==> src/hw/mon_pkg.sv <==
// Constants, encodings and states of the monitor channel command handler.
// Assumes nothing: pure definitions shared by design and bench.
package mon_pkg;
	// Transfer command codes
	localparam logic [1:0] CMD_NONE = 2'h0;
	localparam logic [1:0] CMD_TX = 2'h1;
	localparam logic [1:0] CMD_TXRX = 2'h2;
	localparam logic [1:0] CMD_CONT = 2'h3;
	// Mode field (top bits of the target address) for code 01
	localparam logic [1:0] MODE_BCAST = 2'h1;
	localparam logic [1:0] MODE_TEST = 2'h2;
	// Field positions inside the target address
	localparam int MODE_HI = 7;
	localparam int MODE_LO = 6;
	localparam int ADDR_HI = 5;
	// Receive frame counts without handshake
	localparam logic [4:0] RXN_SEL0 = 5'h01;
	localparam logic [4:0] RXN_SEL1 = 5'h02;
	localparam logic [4:0] RXN_SEL2 = 5'h08;
	localparam logic [4:0] RXN_SEL3 = 5'h10;
	// Frames between broadcast bytes with handshake
	localparam logic [1:0] BCAST_LAST = 2'h2;
	// Upstream slot offset for same line receive
	localparam logic [5:0] SAME_LINE_OFS = 6'h04;
	// Documented FIFO depth
	localparam int FIFO_DEPTH = 16;
	// Handler states
	typedef enum logic [1:0] {
		ST_IDLE = 2'b00,
		ST_TX = 2'b01,
		ST_RX = 2'b10,
		ST_STALL = 2'b11
	} state_t;
endpackage

==> src/hw/monitor_channel_command_handler.sv <==
// Monitor channel command handler: FIFO, transfer sequencer, search.
// Assumes link pins change at frame rate, far slower than I_CLK.
//
// Summary of operation
// - Continuous transmit keeps handshake active, requests more
// - Continuous blocks hold one to sixteen bytes
// - Transmit then receive; empty FIFO means receive only
// - Wait remote ack per byte; ack received bytes
// - Two inactive handshake frames end the message
// - Receive stores at most sixteen bytes
// - FIFO reset aborts a running receive
// - Seventeenth byte: done, unacknowledged, transfer stays active
// - Reissued receive with empty FIFO resumes reception
// - No handshake: byte per frame, 1/2/8/16 frames
// - Same line receives four slots after transmit
// - Broadcast sends on all monitor slots
// - Broadcast handshake: byte per three frames, acks ignored
// - Test makes message readable, no transmission
// - Search raises found, stops, stores address
// - Search runs beside any transfer, flags one find, then stops
// - Search stops only on find or init
// - FIFO reset empties, aborts, keeps search
`timescale 1ns/100ps
module monitor_channel_command_handler #(
	parameter int DEPTH = mon_pkg::FIFO_DEPTH,
	parameter int NCH = 32
) (
	// Clock, reset, enable
	input wire logic I_CLK,
	input wire logic I_RST,
	input wire logic I_CE,
	// Processor command and control
	input wire logic I_CMD_VALID,
	input wire logic [1:0] I_TRANSFER_CMD_CODE,
	input wire logic [7:0] I_TARGET_CHANNEL_ADDR,
	input wire logic I_FIFO_RESET_CMD,
	input wire logic I_CHANNEL_SEARCH_ON,
	input wire logic I_HANDSHAKE_SELECT,
	input wire logic I_CM_INIT_SELECT,
	// FIFO write side
	input wire logic I_WR_VALID,
	input wire logic [7:0] I_WR_DATA,
	output logic O_WR_READY,
	// FIFO read side
	output logic O_RD_VALID,
	output logic [7:0] O_RD_DATA,
	input wire logic I_RD_READY,
	// Status and events
	output logic O_FIFO_EMPTY_FLAG,
	output logic O_XFER_ACTIVE,
	output logic O_XFER_ABORTED,
	output logic O_ACCESS_EN,
	output logic O_READ_MODE,
	output logic O_COMMAND_DONE_IRQ,
	output logic O_CHANNEL_FOUND_IRQ,
	output logic [5:0] O_FOUND_CHANNEL_ADDR,
	// Link pins, sampled once per frame
	input wire logic I_FRAME,
	input wire logic I_MR_N,
	input wire logic I_MX_N,
	input wire logic [7:0] I_RX_DATA,
	input wire logic [NCH-1:0] I_SCAN_MX_N,
	output logic [7:0] O_TX_DATA,
	output logic O_MX_N,
	output logic O_MR_N,
	output logic O_BCAST,
	output logic [5:0] O_TX_SLOT,
	output logic [5:0] O_RX_SLOT
);
	localparam int PW = $clog2(DEPTH);
	localparam int SW = NCH + 11;

	if (DEPTH < 2 || DEPTH > 16 || (DEPTH & (DEPTH - 1)) != 0)
		$error("DEPTH must be a power of two from 2 to 16");
	if (NCH < 1 || NCH > 64)
		$error("NCH must lie between 1 and 64");

	// Frames to collect for a receive count selection
	function automatic logic [4:0] rx_frames(input logic [1:0] sel);
		case (sel)
			2'h0: rx_frames = mon_pkg::RXN_SEL0;
			2'h1: rx_frames = mon_pkg::RXN_SEL1;
			2'h2: rx_frames = mon_pkg::RXN_SEL2;
			default: rx_frames = mon_pkg::RXN_SEL3;
		endcase
	endfunction

	// Lowest active channel of the scan vector
	function automatic logic [5:0] first_act(input logic [NCH-1:0] v);
		first_act = '0;
		for (int i = NCH - 1; i >= 0; i--) begin
			if (!v[i])
				first_act = 6'(i);
		end
	endfunction

	// Two-flop synchronisers for all link pins
	logic [SW-1:0] pin_s1_ff, pin_s2_ff;
	logic frm_d_ff;
	always_ff @(posedge I_CLK or posedge I_RST) begin
		if (I_RST) begin
			pin_s1_ff <= '1;
			pin_s2_ff <= '1;
			frm_d_ff <= 1'b1;
		end else if (I_CE) begin
			pin_s1_ff <= {I_FRAME, I_MR_N, I_MX_N, I_RX_DATA, I_SCAN_MX_N};
			pin_s2_ff <= pin_s1_ff;
			frm_d_ff <= pin_s2_ff[SW-1];
		end
	end

	wire frame_p = pin_s2_ff[SW-1] & ~frm_d_ff;
	wire mr_act = ~pin_s2_ff[SW-2];
	wire mx_act = ~pin_s2_ff[SW-3];
	wire [7:0] rx_byte = pin_s2_ff[NCH+7:NCH];
	wire [NCH-1:0] scan_n = pin_s2_ff[NCH-1:0];

	// Handler state
	mon_pkg::state_t state_ff, nxt_state;
	logic [1:0] mode_ff, nxt_mode;
	logic [5:0] addr_ff, nxt_addr;
	logic hs_ff, nxt_hs, cont_ff, nxt_cont, rxa_ff, nxt_rxa;
	logic line_ff, nxt_line, wait_ff, nxt_wait, seen_ff, nxt_seen;
	logic miss_ff, nxt_miss, mx_n_ff, nxt_mx_n, mr_n_ff, nxt_mr_n;
	logic read_ff, nxt_read, abort_ff, nxt_abort, done_ff, nxt_done;
	logic [1:0] div_ff, nxt_div;
	logic [4:0] rxn_ff, nxt_rxn;
	logic [7:0] txd_ff, nxt_txd;
	logic tx_pop, rx_push;

	// FIFO storage and two-entry read buffer
	logic [7:0] mem [DEPTH];
	logic [PW-1:0] wp_ff, rp_ff;
	logic [PW:0] cnt_ff;
	logic [7:0] bd_ff [2];
	logic bh_ff;
	logic [1:0] bc_ff;

	wire fifo_empty = (cnt_ff == '0);
	wire fifo_full = (cnt_ff == (PW+1)'(DEPTH));
	wire idle_st = (state_ff == mon_pkg::ST_IDLE);
	wire stall_st = (state_ff == mon_pkg::ST_STALL);
	wire acc_en = idle_st | stall_st;
	wire rd_mode = read_ff | stall_st;
	wire cmd_go = I_CMD_VALID & acc_en & ~I_FIFO_RESET_CMD &
		(I_TRANSFER_CMD_CODE != mon_pkg::CMD_NONE);
	wire [1:0] cmd_mode = I_TARGET_CHANNEL_ADDR[mon_pkg::MODE_HI:
		mon_pkg::MODE_LO];
	wire wr_push = I_WR_VALID & O_WR_READY;
	wire buf_push = rd_mode & acc_en & ~fifo_empty & ~bc_ff[1] &
		~I_FIFO_RESET_CMD;
	wire buf_pop = O_RD_VALID & I_RD_READY;
	wire bcast = ~line_ff & (mode_ff == mon_pkg::MODE_BCAST) & ~rxa_ff;
	wire ack_now = wait_ff & mr_act;
	// Broadcast paces itself and never looks at acknowledgements
	wire tx_ready = ~hs_ff | (bcast ? (div_ff == '0) :
		(~wait_ff | ack_now));
	wire tx_abort = hs_ff & ~bcast & wait_ff & ~mr_act & miss_ff & seen_ff;

	// Sequencer: FIFO reset beats a command, a command beats a frame
	always_comb begin
		nxt_state = state_ff;
		nxt_mode = mode_ff;
		nxt_addr = addr_ff;
		nxt_hs = hs_ff;
		nxt_cont = cont_ff;
		nxt_rxa = rxa_ff;
		nxt_line = line_ff;
		nxt_wait = wait_ff;
		nxt_seen = seen_ff;
		nxt_miss = miss_ff;
		nxt_mx_n = mx_n_ff;
		nxt_mr_n = mr_n_ff;
		nxt_read = read_ff;
		nxt_abort = abort_ff;
		nxt_done = 1'b0;
		nxt_div = div_ff;
		nxt_rxn = rxn_ff;
		nxt_txd = txd_ff;
		tx_pop = 1'b0;
		rx_push = 1'b0;
		if (I_FIFO_RESET_CMD) begin
			nxt_state = mon_pkg::ST_IDLE;
			nxt_wait = 1'b0;
			nxt_mx_n = 1'b1;
			nxt_mr_n = 1'b1;
			nxt_read = 1'b0;
			nxt_abort = 1'b0;
		end else if (cmd_go) begin
			nxt_mode = cmd_mode;
			nxt_addr = I_TARGET_CHANNEL_ADDR[mon_pkg::ADDR_HI:0];
			nxt_hs = I_HANDSHAKE_SELECT;
			nxt_cont = (I_TRANSFER_CMD_CODE == mon_pkg::CMD_CONT) &
				I_HANDSHAKE_SELECT;
			nxt_line = (I_TRANSFER_CMD_CODE == mon_pkg::CMD_CONT) &
				~I_HANDSHAKE_SELECT;
			nxt_rxa = (I_TRANSFER_CMD_CODE == mon_pkg::CMD_TXRX) | nxt_line;
			nxt_miss = 1'b0;
			nxt_seen = 1'b0;
			nxt_wait = 1'b0;
			nxt_div = '0;
			nxt_rxn = '0;
			nxt_read = 1'b0;
			if (I_TRANSFER_CMD_CODE == mon_pkg::CMD_TX &&
				cmd_mode == mon_pkg::MODE_TEST) begin
				// Loop back: content stays put, read side opens
				nxt_read = 1'b1;
				nxt_done = 1'b1;
				nxt_mx_n = 1'b1;
				nxt_state = mon_pkg::ST_IDLE;
			end else if (nxt_rxa && fifo_empty) begin
				nxt_state = mon_pkg::ST_RX;
				nxt_mx_n = 1'b1;
			end else begin
				nxt_state = mon_pkg::ST_TX;
			end
		end else if (frame_p) begin
			case (state_ff)
				mon_pkg::ST_TX: begin
					nxt_div = (div_ff == mon_pkg::BCAST_LAST) ? '0 :
						div_ff + 2'h1;
					nxt_miss = wait_ff & ~mr_act;
					if (ack_now)
						nxt_seen = 1'b1;
					if (tx_abort) begin
						nxt_state = mon_pkg::ST_IDLE;
						nxt_abort = 1'b1;
						nxt_done = 1'b1;
						nxt_mx_n = 1'b1;
						nxt_wait = 1'b0;
					end else if (tx_ready && !fifo_empty) begin
						tx_pop = 1'b1;
						nxt_txd = mem[rp_ff];
						nxt_mx_n = 1'b0;
						nxt_wait = hs_ff & ~bcast;
					end else if (tx_ready) begin
						nxt_wait = 1'b0;
						nxt_miss = 1'b0;
						if (rxa_ff) begin
							nxt_state = mon_pkg::ST_RX;
							nxt_mx_n = 1'b1;
						end else begin
							nxt_state = mon_pkg::ST_IDLE;
							nxt_done = 1'b1;
							nxt_mx_n = ~cont_ff;
						end
					end
				end
				mon_pkg::ST_RX: begin
					nxt_mr_n = 1'b1;
					if (!hs_ff) begin
						rx_push = ~fifo_full;
						nxt_rxn = rxn_ff + 5'h01;
						if (nxt_rxn == rx_frames(mode_ff)) begin
							nxt_state = mon_pkg::ST_IDLE;
							nxt_done = 1'b1;
							nxt_read = 1'b1;
						end
					end else if (mx_act) begin
						nxt_miss = 1'b0;
						if (fifo_full) begin
							nxt_state = mon_pkg::ST_STALL;
							nxt_done = 1'b1;
						end else begin
							rx_push = 1'b1;
							nxt_mr_n = 1'b0;
						end
					end else if (miss_ff) begin
						nxt_state = mon_pkg::ST_IDLE;
						nxt_done = 1'b1;
						nxt_read = 1'b1;
					end else begin
						nxt_miss = 1'b1;
					end
				end
				default: begin
					nxt_mr_n = 1'b1;
				end
			endcase
		end
	end

	always_ff @(posedge I_CLK or posedge I_RST) begin
		if (I_RST) begin
			state_ff <= mon_pkg::ST_IDLE;
			{mode_ff, addr_ff, div_ff, rxn_ff, txd_ff} <= '0;
			{hs_ff, cont_ff, rxa_ff, line_ff, wait_ff, seen_ff} <= '0;
			{miss_ff, read_ff, abort_ff, done_ff} <= '0;
			{mx_n_ff, mr_n_ff} <= 2'h3;
		end else if (I_CE) begin
			state_ff <= nxt_state;
			{mode_ff, addr_ff, div_ff, rxn_ff, txd_ff} <=
				{nxt_mode, nxt_addr, nxt_div, nxt_rxn, nxt_txd};
			{hs_ff, cont_ff, rxa_ff, line_ff, wait_ff, seen_ff} <=
				{nxt_hs, nxt_cont, nxt_rxa, nxt_line, nxt_wait, nxt_seen};
			{miss_ff, read_ff, abort_ff, done_ff} <=
				{nxt_miss, nxt_read, nxt_abort, nxt_done};
			{mx_n_ff, mr_n_ff} <= {nxt_mx_n, nxt_mr_n};
		end
	end

	// FIFO: one writer and one reader at a time by construction
	wire fpush = wr_push | rx_push;
	wire fpop = tx_pop | buf_push;
	always_ff @(posedge I_CLK or posedge I_RST) begin
		if (I_RST) begin
			{wp_ff, rp_ff, cnt_ff} <= '0;
		end else if (I_CE) begin
			if (I_FIFO_RESET_CMD) begin
				{wp_ff, rp_ff, cnt_ff} <= '0;
			end else begin
				wp_ff <= wp_ff + PW'(fpush);
				rp_ff <= rp_ff + PW'(fpop);
				cnt_ff <= cnt_ff + (PW+1)'(fpush) - (PW+1)'(fpop);
			end
		end
	end

	// Array has no reset: content is only read where count says valid
	always_ff @(posedge I_CLK) begin
		if (I_CE && fpush)
			mem[wp_ff] <= rx_push ? rx_byte : I_WR_DATA;
	end

	// Read buffer keeps words when the reader stalls
	always_ff @(posedge I_CLK or posedge I_RST) begin
		if (I_RST) begin
			{bh_ff, bc_ff} <= '0;
			bd_ff <= '{default: '0};
		end else if (I_CE) begin
			if (I_FIFO_RESET_CMD) begin
				{bh_ff, bc_ff} <= '0;
			end else begin
				if (buf_push)
					bd_ff[bh_ff ^ bc_ff[0]] <= mem[rp_ff];
				bh_ff <= bh_ff ^ buf_pop;
				bc_ff <= bc_ff + 2'(buf_push) - 2'(buf_pop);
			end
		end
	end

	// Search: lowest active upstream channel wins
	logic srch_ff, found_ff;
	logic [5:0] faddr_ff;
	wire found_now = srch_ff & frame_p & ~(&scan_n);
	always_ff @(posedge I_CLK or posedge I_RST) begin
		if (I_RST) begin
			{srch_ff, found_ff, faddr_ff} <= '0;
		end else if (I_CE) begin
			found_ff <= found_now;
			if (found_now)
				faddr_ff <= first_act(scan_n);
			if (!I_CM_INIT_SELECT || found_now)
				srch_ff <= 1'b0;
			else if (I_CHANNEL_SEARCH_ON)
				srch_ff <= 1'b1;
		end
	end

	// Outputs
	assign O_WR_READY = acc_en & ~rd_mode & ~fifo_full;
	assign O_RD_VALID = (bc_ff != '0);
	assign O_RD_DATA = bd_ff[bh_ff];
	assign O_FIFO_EMPTY_FLAG = fifo_empty & (bc_ff == '0);
	assign O_XFER_ACTIVE = ~idle_st;
	assign O_XFER_ABORTED = abort_ff;
	assign O_ACCESS_EN = acc_en;
	assign O_READ_MODE = rd_mode;
	assign O_COMMAND_DONE_IRQ = done_ff;
	assign O_CHANNEL_FOUND_IRQ = found_ff;
	assign O_FOUND_CHANNEL_ADDR = faddr_ff;
	assign O_TX_DATA = txd_ff;
	assign O_MX_N = mx_n_ff;
	assign O_MR_N = mr_n_ff;
	assign O_BCAST = bcast & ~idle_st;
	assign O_TX_SLOT = addr_ff;
	assign O_RX_SLOT = line_ff ? addr_ff + mon_pkg::SAME_LINE_OFS :
		addr_ff;
endmodule

==> config.mk <==
export PLATFORM = sky130hd
export DESIGN_NAME = monitor_channel_command_handler
export DESIGN_NICKNAME = d
export VERILOG_FILES = /design/src/hw/mon_pkg.sv /design/src/hw/monitor_channel_command_handler.sv
export SDC_FILE = /design/constraint.sdc
export NUM_CORES = 1
export LEC_CHECK = 0
export ABC_AREA = 1
export BUFFER_PORTS_ARGS = -buffer_cell sky130_fd_sc_hd__buf_2
export CORE_MARGIN = 2
export CORE_UTILIZATION = 64
export DETAILED_ROUTE_END_ITERATION = 16
export PLACE_DENSITY = 0.85
export REMOVE_ABC_BUFFERS = 1
export SLEW_MARGIN = 20
export SYNTH_ARGS = -nofsm -noshare
export SYNTH_HDL_FRONTEND = slang
export SYNTH_SLANG_ARGS = --single-unit
==> constraint.sdc <==
create_clock -name I_CLK -period 14.05 [get_ports I_CLK]
set_clock_uncertainty 0.1 [all_clocks]
set_input_delay 0.7025 -clock I_CLK [delete_from_list [all_inputs] [get_ports I_CLK]]
set_output_delay 0.7025 -clock I_CLK [all_outputs]
set_load 0.01 [all_outputs]
* Word-level counts from Yosys, hierarchy flattened
Memories as Yosys holds them, arrays and structs flattened.
Index checks and enable logic that the tools add are counted.
** Operators by class
- Add/subtract/negate cells :: 9
- Order comparisons :: 3
- Reductions and logical operators :: 46
- Bitwise operators :: 56
- Mux-type cells :: 154
- Eq/ne operators :: 24
** Operator list (number)
- $mux 6 :: 32
- $mux 1 :: 78
- $mux 5 :: 11
- $mux 8 :: 5
- $mux 2 :: 19
- $reduce_and 32->1 :: 1
- $and 1x1->1 :: 27
- $reduce_and 5->1 :: 5
- $reduce_bool 2->1 :: 10
- $not 1->1 :: 18
- $bwmux 16 :: 1
- $ne 5x5->1 const B :: 3
- $pmux 5 s3 :: 1
- $eq 2x2->1 const B :: 7
- $ne 6x6->1 const B :: 2
- $reduce_and 4->1 :: 3
- $reduce_bool 3->1 :: 4
- $add 4x1->4 :: 2
- $demux 8 s1 :: 1
- $logic_not 2->1 :: 4
- $mux 4 :: 2
- $ne 4x2->1 const B :: 2
- $reduce_and 8->1 :: 1
- $reduce_bool 4->1 :: 2
- 30 further kinds :: 51
** Word-level totals
- Bits of input ports :: 71
- Output and inout port bits :: 46
- Word-level logic and storage cells :: 324
- Memories kept :: 1
- Bits in writable memories :: 128
- Bits in registers :: 164
** Memories
- mem :: words 16, width 8, read ports 1, clocked after memory_dff 0, wr ports 1, RTL line monitor_channel_command_handler.sv:132 : logic [7:0] mem [DEPTH];

* Depth between registers and ports, before layout
Gate-level depths: netlist of run 1.
- Depth in word-level cells :: 32
- Depth in mapped cells :: 33
- Gate-level depth less buffers :: 33

* Least setup slack after synthesis of run 1
OpenSTA, ideal clock, no wires.
- Kind :: register -> register
- Start :: reg state_ff[0]
- End :: reg cnt_ff[4]
- Period minus slack after synthesis :: 3.045 ns
- Cell stages (with the launch flop) :: 18
- Setup slack :: 11.005 ns
- Data required time :: 13.816 ns
- Arrival time :: 2.811 ns
- Path through :: dfrtp_1 inv_1 ha_1 nor2_1 inv_1 nor3_2 nor2_1 nand2_1 o21ai_0 ha_1 inv_1 ha_1 fa_1 nand2_1 nand2_1 a21oi_1 xor2_1 o22ai_1
** On the way
- Longest elaborated chain between the ends :: 11
** RTL lines
- start: declaration :: RTL line monitor_channel_command_handler.sv:119 : mon_pkg::state_t state_ff, nxt_state;
- start signal: assignment :: RTL line monitor_channel_command_handler.sv:285 : state_ff <= mon_pkg::ST_IDLE;
- start signal: assignment :: RTL line monitor_channel_command_handler.sv:291 : state_ff <= nxt_state;
- $eq 2x2->1 / $logic_not 2->1 (equally long branches) :: RTL line monitor_channel_command_handler.sv:142, monitor_channel_command_handler.sv:141
- $or 1x1->1 :: RTL line monitor_channel_command_handler.sv:143 : wire acc_en = idle_st | stall_st;
- $and 1x1->1 (3 in series) :: RTL line monitor_channel_command_handler.sv:145 : wire cmd_go = I_CMD_VALID & acc_en & ~I_FIFO_RESET_CMD &
- $mux 1 :: RTL line monitor_channel_command_handler.sv:189 : end else if (cmd_go) begin
- $mux 1 :: RTL line monitor_channel_command_handler.sv:182 : if (I_FIFO_RESET_CMD) begin
- $or 1x1->1 :: RTL line monitor_channel_command_handler.sv:303 : wire fpush = wr_push | rx_push;
- $add 5x1->5 :: RTL line monitor_channel_command_handler.sv:314 : cnt_ff <= cnt_ff + (PW+1)'(fpush) - (PW+1)'(fpop);
- $sub 5x1->5 * :: RTL line monitor_channel_command_handler.sv:314
- $mux 5 * :: RTL line monitor_channel_command_handler.sv:309 : if (I_FIFO_RESET_CMD) begin
- end signal: assignment :: RTL line monitor_channel_command_handler.sv:314
- end: declaration :: RTL line monitor_channel_command_handler.sv:134 : logic [PW:0] cnt_ff;
Every way passes the cells marked *; elsewhere a longest branch is shown, timed or not.
A chain may end at the register's enable or synchronous reset.

* Worst setup path in the final report of run 1
- Start :: reg state_ff[0]
- End :: mem mem[14][0], enable pin
** On the way
- Longest elaborated chain between the ends :: 11
** RTL lines
- $eq 2x2->1 / $logic_not 2->1 (equally long branches) :: RTL line monitor_channel_command_handler.sv:142, monitor_channel_command_handler.sv:141
- $or 1x1->1 :: RTL line monitor_channel_command_handler.sv:143
- $and 1x1->1 (3 in series) :: RTL line monitor_channel_command_handler.sv:145
- $mux 1 :: RTL line monitor_channel_command_handler.sv:189
- $mux 1 :: RTL line monitor_channel_command_handler.sv:182
- $or 1x1->1 * :: RTL line monitor_channel_command_handler.sv:303
- $logic_and 1x1->1 * :: RTL line monitor_channel_command_handler.sv:321 : if (I_CE && fpush)
- $mux 1 * :: RTL line monitor_channel_command_handler.sv:321
- $mux 1 * :: RTL line monitor_channel_command_handler.sv:322 : mem[wp_ff] <= rx_push ? rx_byte : I_WR_DATA;
- end: declaration :: RTL line monitor_channel_command_handler.sv:132
Marked as above.

==> results.toml, run 1 <==
[pwr]
ir_drop_mv = 0.111
p_leak_nw = 6.26
powerDensity_nw_per_um2 = 170

[worst_setup_path]
required_ps = 14120
endpoint_kind = "register"
path_class = "register to register"
regToRegEndpoint = "mem[14][0]"
crit_chain = "inv_1 > ha_1 > nor2_1 > inv_1 > nor3_2 > nor2_1 > nand2_1 > nor2_1 > a21oi_1 > nor2_1 > inv_2 > nor3_1"
cp-start-kind = "register"
rrSetupSlack_ps = 10400
cp_top_family = "simple AND/OR/NAND/NOR gates"
max_stage_delay_ps = 870
slowest_stage = "nor3_1"
arrival_ps = 3720
r2r_start = "state_ff[0]"
worstSetupStartpoint = "state_ff[0]"
cpMostUsedCell = "nor2_1"
crit_fanout = 8
rr_worst_depth = 12
critPathBufInv = 3

[synthesis]
ys.warnings.count = 0
synth_cell_type_count = 40
yosysSeqAreaShare = 0.629
ys_ff_latch = 291
synth_edf_count = 128
syn_area_um2 = 12800
async_reset_ff_frac = 0.560
avgSynthCellArea_um2 = 9.73
synthFlopType = "edfxtp_1"
synth_cells = 1314

[timing]
setup_viol = 0
fmax_mhz = 274
relSlewSlack = 0.247
rsz0062_at_grt = "false"
setup_tns_ps = 0
finalHoldWorstSlack_ps = 239
fin_crit_sh = 0.260
worst_pin_slew_ps = 1120
final_max_slew_viol_count = 0
final.min_clock_period_ps = 3650
hold_viol = 0

[floorplanning]
ios = 117
die_y_um = 145
fp.dieW_um = 145
start_util = 0.655
die-area_um2 = 21100
std_cell_rows = 51
core_um2 = 19500

[drt]
drc_errors = 0
drt-total-wl_mm = 29.5
num_vias = 9734
drt_iter0_drc = 981
viasPerCell = 5.71
route.antenna.remaining_nets = 0
first_pass_iters = 7
post_drt_wl_per_cell_um = 17.3

[min_path]
hold_class = "primary input to register"
whs_endpoint = "pin_s1_ff[27]"
worstHoldStart = "I_SCAN_MX_N[27]"
holdPathStages = 3

[clock_tree]
cts_tree = "built"
clk_pin_slew_ps = 60
htreeDepth = 1
hold_buffers = 0
worstSkewPairLatency_ps = 560
cts_resized = 0
clock-sinks = 291
cts_buffers = 30
cts_root_buffer = "clkbuf_16"
cts_setup_buffers = 0
clock_path_buffers = 3

[final_layout]
syn_to_final_growth_pct = 13.7
layout.cells.non_filler = 1704
final_cell_mix = "404 x nand2_1, 142 x o21ai_0, 128 x edfxtp_1"
final_common_cell = "nand2_1"
fillCellCount = 1354
final_core_util = 0.744
diodes = 0
nets = 1505
drive_above_1_share = 0.199
final_cell_area_um2 = 14500

[global_route]
grt_max_degree = 114
antenna_found_initial = 0
grt_pass1_wl_mm = 48.5
grt_overflow = 0
first_global_vias = 9588
globalRouteTotalUtil = 0.285

[placement]
place_hpwl_mm = 19.5
place_congestion = 0.959
numPlacedInstances = 1648
placed_area_um2 = 13600
numPortBuffers = 115

[run_status]
status = "complete, no violations"

[job]
drv_cap = 0
[metrics by stage]
| stage | worst slack [ps] | total power [mW] |
|---|---|---|
| 3_5_place_dp | 10410 | 1.69 |
| 2_1_floorplan | 8990 | 1.47 |
| 4_1_cts | 10460 | 2.47 |
| 6_report | 10400 | 2.47 |
| 3_3_place_gp | 10520 | 1.67 |
| 5_1_grt | 10160 | 2.60 |
[routing by layer]
| metal | global-route usage | up-vias | wire length (um) | share of wire |
|---|---|---|---|---|
| li1 | - | 4600 | - | - |
| met1 | 0.404 | 4543 | 12300 | 0.42 |
| met2 | 0.449 | 504 | 13600 | 0.46 |
| met3 | 0.0522 | 87 | 2650 | 0.090 |
| met4 | 0.106 | 0 | 1030 | 0.035 |
| met5 | 0 | - | 0 | 0 |
[synthesized netlist by cell type (all sizes together) (7+ instances only)]
cell type / n / share of area
dfstp: 89 / 0.18
nor3: 13 / 0.0068
nand4: 16 / 0.0078
nand3: 40 / 0.016
edfxtp: 128 / 0.30
mux2: 10 / 0.0088
a31oi: 8 / 0.0039
ha: 18 / 0.018
a21oi: 16 / 0.0063
o221ai: 14 / 0.0096
clkbuf: 51 / 0.015
xor2: 7 / 0.0048
nor4: 7 / 0.0034
dfrtp: 74 / 0.14
buf: 7 / 0.0032
o22ai: 14 / 0.0069
nand2: 404 / 0.12
o21ai: 147 / 0.058
nor2: 119 / 0.035
inv: 97 / 0.028
[cells by family after synthesis]
kind of cell | count (synthesis) | synth area share
other | 1 | 0.000293
xor gates and xnor gates | 12 | 0.00822
and+or+nand+nor | 602 | 0.189
buffers and inverters | 157 | 0.0473
DFF | 291 | 0.629
adders and majority gates | 19 | 0.0192
muxes | 10 | 0.00881
AOI/OAI and AO/OA | 222 | 0.0985
[power breakdown]
group / leakage (nW) / switching [mW] / internal (mW)
sequential: 3.06 / 0.0822 / 1.02
combinational: 2.72 / 0.387 / 0.207
clock: 0.481 / 0.324 / 0.448
[worst max path at each step]
stage,slack [ps],cells after the start,endpoint
after floorplan,8990,1,O_CHANNEL_FOUND_IRQ
after global placement,10520,17,cnt_ff[4]
after detailed placement,10410,11,mem[2][0]
after CTS,10460,12,mem[2][0]
after global routing,10160,12,mem[14][1]
final,10400,12,mem[14][0]
[worst register-to-register path, cell delays in order, from the launching register on]
cell and delay, ps:
dfrtp_1 400, inv_1 90, ha_1 370, nor2_1 70, inv_1 110, nor3_2 80
nor2_1 390, nand2_1 130, nor2_1 160, a21oi_1 90, nor2_1 310, inv_2 130
nor3_1 870
[cell type report]
| cell class | count | area, um2 | share of cell area |
|---|---|---|---|
| flip-flops and latches | 291 | 8030 | 0.553 |
| multi-input cells | 866 | 4150 | 0.286 |
| clock buffers | 40 | 862 | 0.0593 |
| repair buffers | 127 | 668 | 0.0460 |
| inverters | 99 | 377 | 0.0259 |
| well taps | 265 | 332 | 0.0228 |
| clock inverters | 16 | 109 | 0.00749 |
[sequential cells by signal, summed over array words and instances (netlist names), 4 cells and up]
name,cells
mem,128
pin_s1_ff,43
pin_s2_ff,43
bd_ff,16
O_TX_DATA,8
O_TX_SLOT,6
O_FOUND_CHANNEL_ADDR,5
cnt_ff,5
rxn_ff,5
rp_ff,4
wp_ff,4
(Power assumes the default switching activity.)
==> inputs of run 2 (changes only) <==
Settings changed: CORE_UTILIZATION 64 to 54, PLACE_DENSITY 0.85 to 0.76.
Clock period 14.05 ns to 3.1 ns, I/O delays scaled along.
==> run 2 against run 1 <==
Compared with the run above: the flow now finishes with violations (negative setup slack); largest power group unchanged; first-iteration DRC count decreased by 16%; final cell count grew 9.8%; count of clock-buffer cells in the layout rose by 1; utilization is 7.2 points lower; flip-flop and latch count stayed put; combinational power grew to 5.2 times the previous value; clock power grew to 4.6 times the previous value; via count grew 3.1%; sequential share of layout area shrank 4.1 points; critical endpoint is now cnt_ff[4].
==> results.toml, run 2 (synthesized netlist as in run 1, its figures left out) <==
[worst_setup_path]
path_class = "register to register"
required_ps = 3410
arrival_ps = 3450
crit_chain = "nor2_2 > inv_2 > nor3_4 > nor2_2 > a211oi_2 > nor2_2 > nand2_2 > o21ai_2 > ha_1 > inv_2 > ha_4 > fa_2 > nand2_2 > nand2_2 > a21oi_2 > xor2_1 > o22ai_1"
crit_fanout = 3
cp_top_family = "adder cells"
endpoint_kind = "register"
max_stage_delay_ps = 390
r2r_start = "mode_ff[1]"
critPathBufInv = 2
slowest_stage = "dfrtp_1"
worstSetupStartpoint = "mode_ff[1]"
cp-start-kind = "register"

[clock_tree]
htreeDepth = 1
cts_root_buffer = "clkbuf_16"
worstSkewPairLatency_ps = 550
cts_tree = "built"
clock_path_buffers = 3
cts_buffers = 30
clk_pin_slew_ps = 60
clock-sinks = 291

[drt]
num_vias = 10036
post_drt_wl_per_cell_um = 16.9
first_pass_iters = 5
drc_errors = 0
viasPerCell = 5.36
drt-total-wl_mm = 31.7
drt_iter0_drc = 828
route.antenna.remaining_nets = 0

[timing]
setup_viol = 1
fmax_mhz = 318
hold_viol = 0
relSlewSlack = 0.380
layout_setup_ws_ps = -40.1
rsz0062_at_grt = "true"
final.min_clock_period_ps = 3140
fin_crit_sh = 1.01
setup_tns_ps = -40.1
worst_pin_slew_ps = 930
final_max_slew_viol_count = 0

[global_route]
antenna_found_initial = 0
globalRouteTotalUtil = 0.258
first_global_vias = 9854
grt_pass1_wl_mm = 50.1
grt_overflow = 0
grt_max_degree = 105

[final_layout]
multiInputGateArea_um2 = 4220
fillCellCount = 1818
layout.cells.non_filler = 1871
final_cell_mix = "401 x nand2_1, 141 x o21ai_0, 128 x edfxtp_1"
syn_to_final_growth_pct = 22.8
diodes = 0
final_cell_area_um2 = 15700
nets = 1618
regMostFlops = "mem"
final_core_util = 0.673
regArea_um2 = 8030
top_regs = "mem: 128 flops, pin_s1_ff: 43 flops, pin_s2_ff: 43 flops"
final_common_cell = "nand2_1"
largest_register_ffs = 128
drive_above_1_share = 0.223

[floorplanning]
die_y_um = 158
std_cell_rows = 56
ios = 117
start_util = 0.548
core_um2 = 23300
fp.dieW_um = 158
die-area_um2 = 24900

[run_status]
status = "complete, but fails checks"
violations = "negative setup slack"

[min_path]
hold_class = "primary input to register"
worstHoldStart = "I_WR_DATA[1]"

[placement]
numPlacedInstances = 1747
placed_area_um2 = 14000
place_congestion = 0.932
numPortBuffers = 115
place_hpwl_mm = 19.9

[pwr]
ir_drop_mv = 0.516
p_leak_nw = 6.78
powerDensity_nw_per_um2 = 739

[job]
drv_cap = 0
==> run 2: changes by cell type in the layout (fill, tap and decap cells not counted), sizes merged <==
| cell | change |
|---|---|
| buf | +47 |
| bufinv | +2 |
| clkbuf | +1 |
| clkinv | -3 |
| dlygate4sd3 | +66 |
==> run 2: repair_timing <==
item,CTS,global route
pin swaps,0,7
endpoints found under the hold margin,101,0
endpoints found under the setup margin,1,19
hold buffers,66,0
setup buffers,0,2
resized for setup,5,14
==> run 2: final cells by class <==
class	instances	share of cell area
clock inverters	15	0.00965
well taps	319	0.0254
flip-flops and latches	291	0.512
repair buffers	240	0.108
multi-input cells	866	0.269
clock buffers	41	0.0525
inverters	99	0.0240
==> run 2: power by group <==
part	leakage, nW	internal [mW]	switching (mW)
clock network	0.478	2.10	1.47
registers	3.06	4.61	0.343
logic	3.24	1.18	1.89
total	6.78	7.89	3.70
==> run 2: stage by stage <==
| step | hold WS, ps | power [mW] | setup slack (ps) |
|---|---|---|---|
| after floorplan | 129 | 6.68 | -1410 |
| after global placement | 256 | 7.73 | 91.9 |
| after detailed placement | 258 | 7.80 | -69.0 |
| after CTS | 54.1 | 11.5 | 3.21 |
| after global routing | 78.0 | 12.2 | -161 |
| final | 56.1 | 11.6 | -40.1 |
==> run 2: worst reg2reg max path: cells and delay by family (launching register included) <==
family                   cells  cell delay [ps]
XOR/XNOR                     1              170
flip-flops                   1              390
adder cells (fa/ha/maj)      3              840
buffers and inverters        2              110
AND/OR/NAND/NOR              7              790
AO/OA/AOI/OAI                4              600
==> run 2: final timing paths <==
path | end | slack (ps) | depth (start not counted)
max | cnt_ff[4] | -40 | 17
min in group asynchronous | O_FOUND_CHANNEL_ADDR[2] | 290 | 3
min reg2reg | pin_s1_ff[31] | 360 | 2
min | mem[5][1] | 60 | 4
max in group asynchronous | pin_s1_ff[13] | 1730 | 4
max reg2reg | cnt_ff[4] | -40 | 17
==> run 2: per-layer routing <==
metal  part of all wire  global-route usage
met4              0.023              0.0688
met2               0.48               0.429
met3              0.063              0.0353
met1               0.43               0.359
met5                  0                   0
==> inputs of run 3 (changes only) <==
Settings changed: SKIP_LAST_GASP set to 1.
==> run 3 against run 2 <==
Compared with the run above: the run still ends with negative setup slack left; hold slack improved by 5.6 ps; count of clock-buffer cells in the layout did not move; clock power about the same; final area barely moved; flip-flop and latch count is the same; worst setup slack improved by 3.8 ps; non-clock buffer count unchanged.
==> results.toml, run 3 (synthesized netlist as in run 1, its figures left out) <==
[drt]
post_drt_wl_per_cell_um = 16.8
num_vias = 9999
viasPerCell = 5.34
drt-total-wl_mm = 31.5
drt_iter0_drc = 801
first_pass_iters = 6
drc_errors = 0
route.antenna.remaining_nets = 0

[worst_setup_path]
regToRegEndpoint = "cnt_ff[4]"
cp_top_family = "adder cells"
required_ps = 3410
crit_chain = "nor2_2 > inv_2 > nor3_4 > nor2_2 > a211oi_2 > nor2_2 > nand2_2 > o21ai_2 > ha_1 > inv_1 > ha_2 > fa_2 > nand2_2 > nand2_1 > a21oi_2 > xor2_1 > o22ai_1"
cp.depth = 17
worstSetupStartpoint = "mode_ff[1]"
rrSetupSlack_ps = -40
cp-start-kind = "register"
critPathBufInv = 2
rr_worst_depth = 17
cpMostUsedCell = "nor2_2"
crit_fanout = 3
slowest_stage = "dfrtp_1"
arrival_ps = 3450
max_stage_delay_ps = 390
endpoint_kind = "register"
path_class = "register to register"
crit_path_end = "cnt_ff[4]"
r2r_start = "mode_ff[1]"

[clock_tree]
cts_tree = "built"
cts_buffers = 30
cts_root_buffer = "clkbuf_16"
worstSkewPairLatency_ps = 540
htreeDepth = 1
clk_pin_slew_ps = 60
clock-sinks = 291
clock_path_buffers = 3

[placement]
numPlacedInstances = 1747
pre_cts_ws_ps = -69.0
numPortBuffers = 115
place_hpwl_mm = 19.9
place_congestion = 0.932

[floorplanning]
die-area_um2 = 24900
start_util = 0.548
die_y_um = 158
std_cell_rows = 56
core_um2 = 23300
ios = 117
fp.dieW_um = 158

[pwr]
ir_drop_mv = 0.511
powerDensity_nw_per_um2 = 736
p_leak_nw = 6.78

[timing]
hold_viol = 0
final.min_clock_period_ps = 3140
relSlewSlack = 0.383
fin_crit_sh = 1.01
setup_viol = 1
worst_pin_slew_ps = 925
fmax_mhz = 319
rsz0062_at_grt = "true"
layout_setup_ws_ps = -36.3
final_max_slew_viol_count = 0
setup_tns_ps = -36.3

[final_layout]
fillCellCount = 1818
syn_to_final_growth_pct = 22.7
top_regs = "mem: 128 flops, pin_s1_ff: 43 flops, pin_s2_ff: 43 flops"
drive_above_1_share = 0.222
final_common_cell = "nand2_1"
nets = 1618
diodes = 0
largest_register_ffs = 128
layout.cells.non_filler = 1871
final_core_util = 0.672
regMostFlops = "mem"
final_cell_mix = "402 x nand2_1, 141 x o21ai_0, 128 x edfxtp_1"

[run_status]
status = "complete, but fails checks"
violations = "negative setup slack"

[min_path]
hold_class = "primary input to register"

[global_route]
antenna_found_initial = 0
grt_pass1_wl_mm = 50.1
globalRouteTotalUtil = 0.258
grt_overflow = 0
first_global_vias = 9854
grt_max_degree = 105

[job]
drv_cap = 0
## run 3: final cells by class
| class | instances | area [um2] | share of cell area |
|---|---|---|---|
| tap | 319 | 399 | 0.0255 |
| multi-input combinational | 866 | 4200 | 0.268 |
| inverter | 99 | 377 | 0.0240 |
| clock buffer | 41 | 823 | 0.0525 |
| timing repair buffer | 240 | 1690 | 0.108 |
| sequential | 291 | 8030 | 0.512 |
| clock inverter | 15 | 151 | 0.00965 |
## run 3: through the flow
step / hold slack [ps] / cell area [um2] / total power, mW
after floorplan: 129 / 12500 / 6.68
after global placement: 256 / 14000 / 7.73
after detailed placement: 258 / 14000 / 7.80
after CTS: 54.1 / 15600 / 11.5
after global routing: 78.0 / 15700 / 12.2
final: 61.8 / 15700 / 11.5
## run 3: how the worst min path moves through the flow
| stage | from | end | slack (ps) | depth (start not counted) |
|---|---|---|---|---|
| global route | I_WR_DATA[2] | mem[4][2] | 80 | 4 |
| detailed placement | I_SCAN_MX_N[21] | pin_s1_ff[21] | 260 | 3 |
| CTS | I_WR_DATA[2] | mem[5][2] | 50 | 4 |
| floorplan | I_CE | pin_s1_ff[1] | 130 | 1 |
| finish | I_WR_DATA[1] | mem[5][1] | 60 | 4 |
| global placement | I_SCAN_MX_N[27] | pin_s1_ff[27] | 260 | 3 |
## run 3: where the power goes
group | internal [mW] | total [mW] | leakage [nW] | switching [mW]
registers | 4.61 | 4.95 | 3.06 | 0.339
clock network | 2.10 | 3.56 | 0.478 | 1.46
logic | 1.16 | 3.03 | 3.24 | 1.86
## run 3: layer usage
metal / global-route usage / wire length, um / vias to the layer above
met5: 0 / 0 / -
met4: 0.0688 / 667 / 0
met3: 0.0353 / 1970 / 55
met2: 0.429 / 15200 / 371
met1: 0.359 / 13700 / 4751
li1: - / - / 4822
## run 3: worst reg2reg max path, stage by stage (launching register included)
cell and delay, ps:
dfrtp_1 390, nor2_2 120, inv_2 60, nor3_4 310
nor2_2 70, a211oi_2 290, nor2_2 90, nand2_2 80
o21ai_2 70, ha_1 290, inv_1 50, ha_2 180
fa_2 370, nand2_2 80, nand2_1 60, a21oi_2 120
xor2_1 170, o22ai_1 110
## run 3: repair_timing
item	in CTS	in global routing
setup buffers	0	2
gates resized for setup	5	11
setup endpoints to repair	1	19
hold endpoints to repair	101	0
hold buffers	66	0
pin swaps	0	7
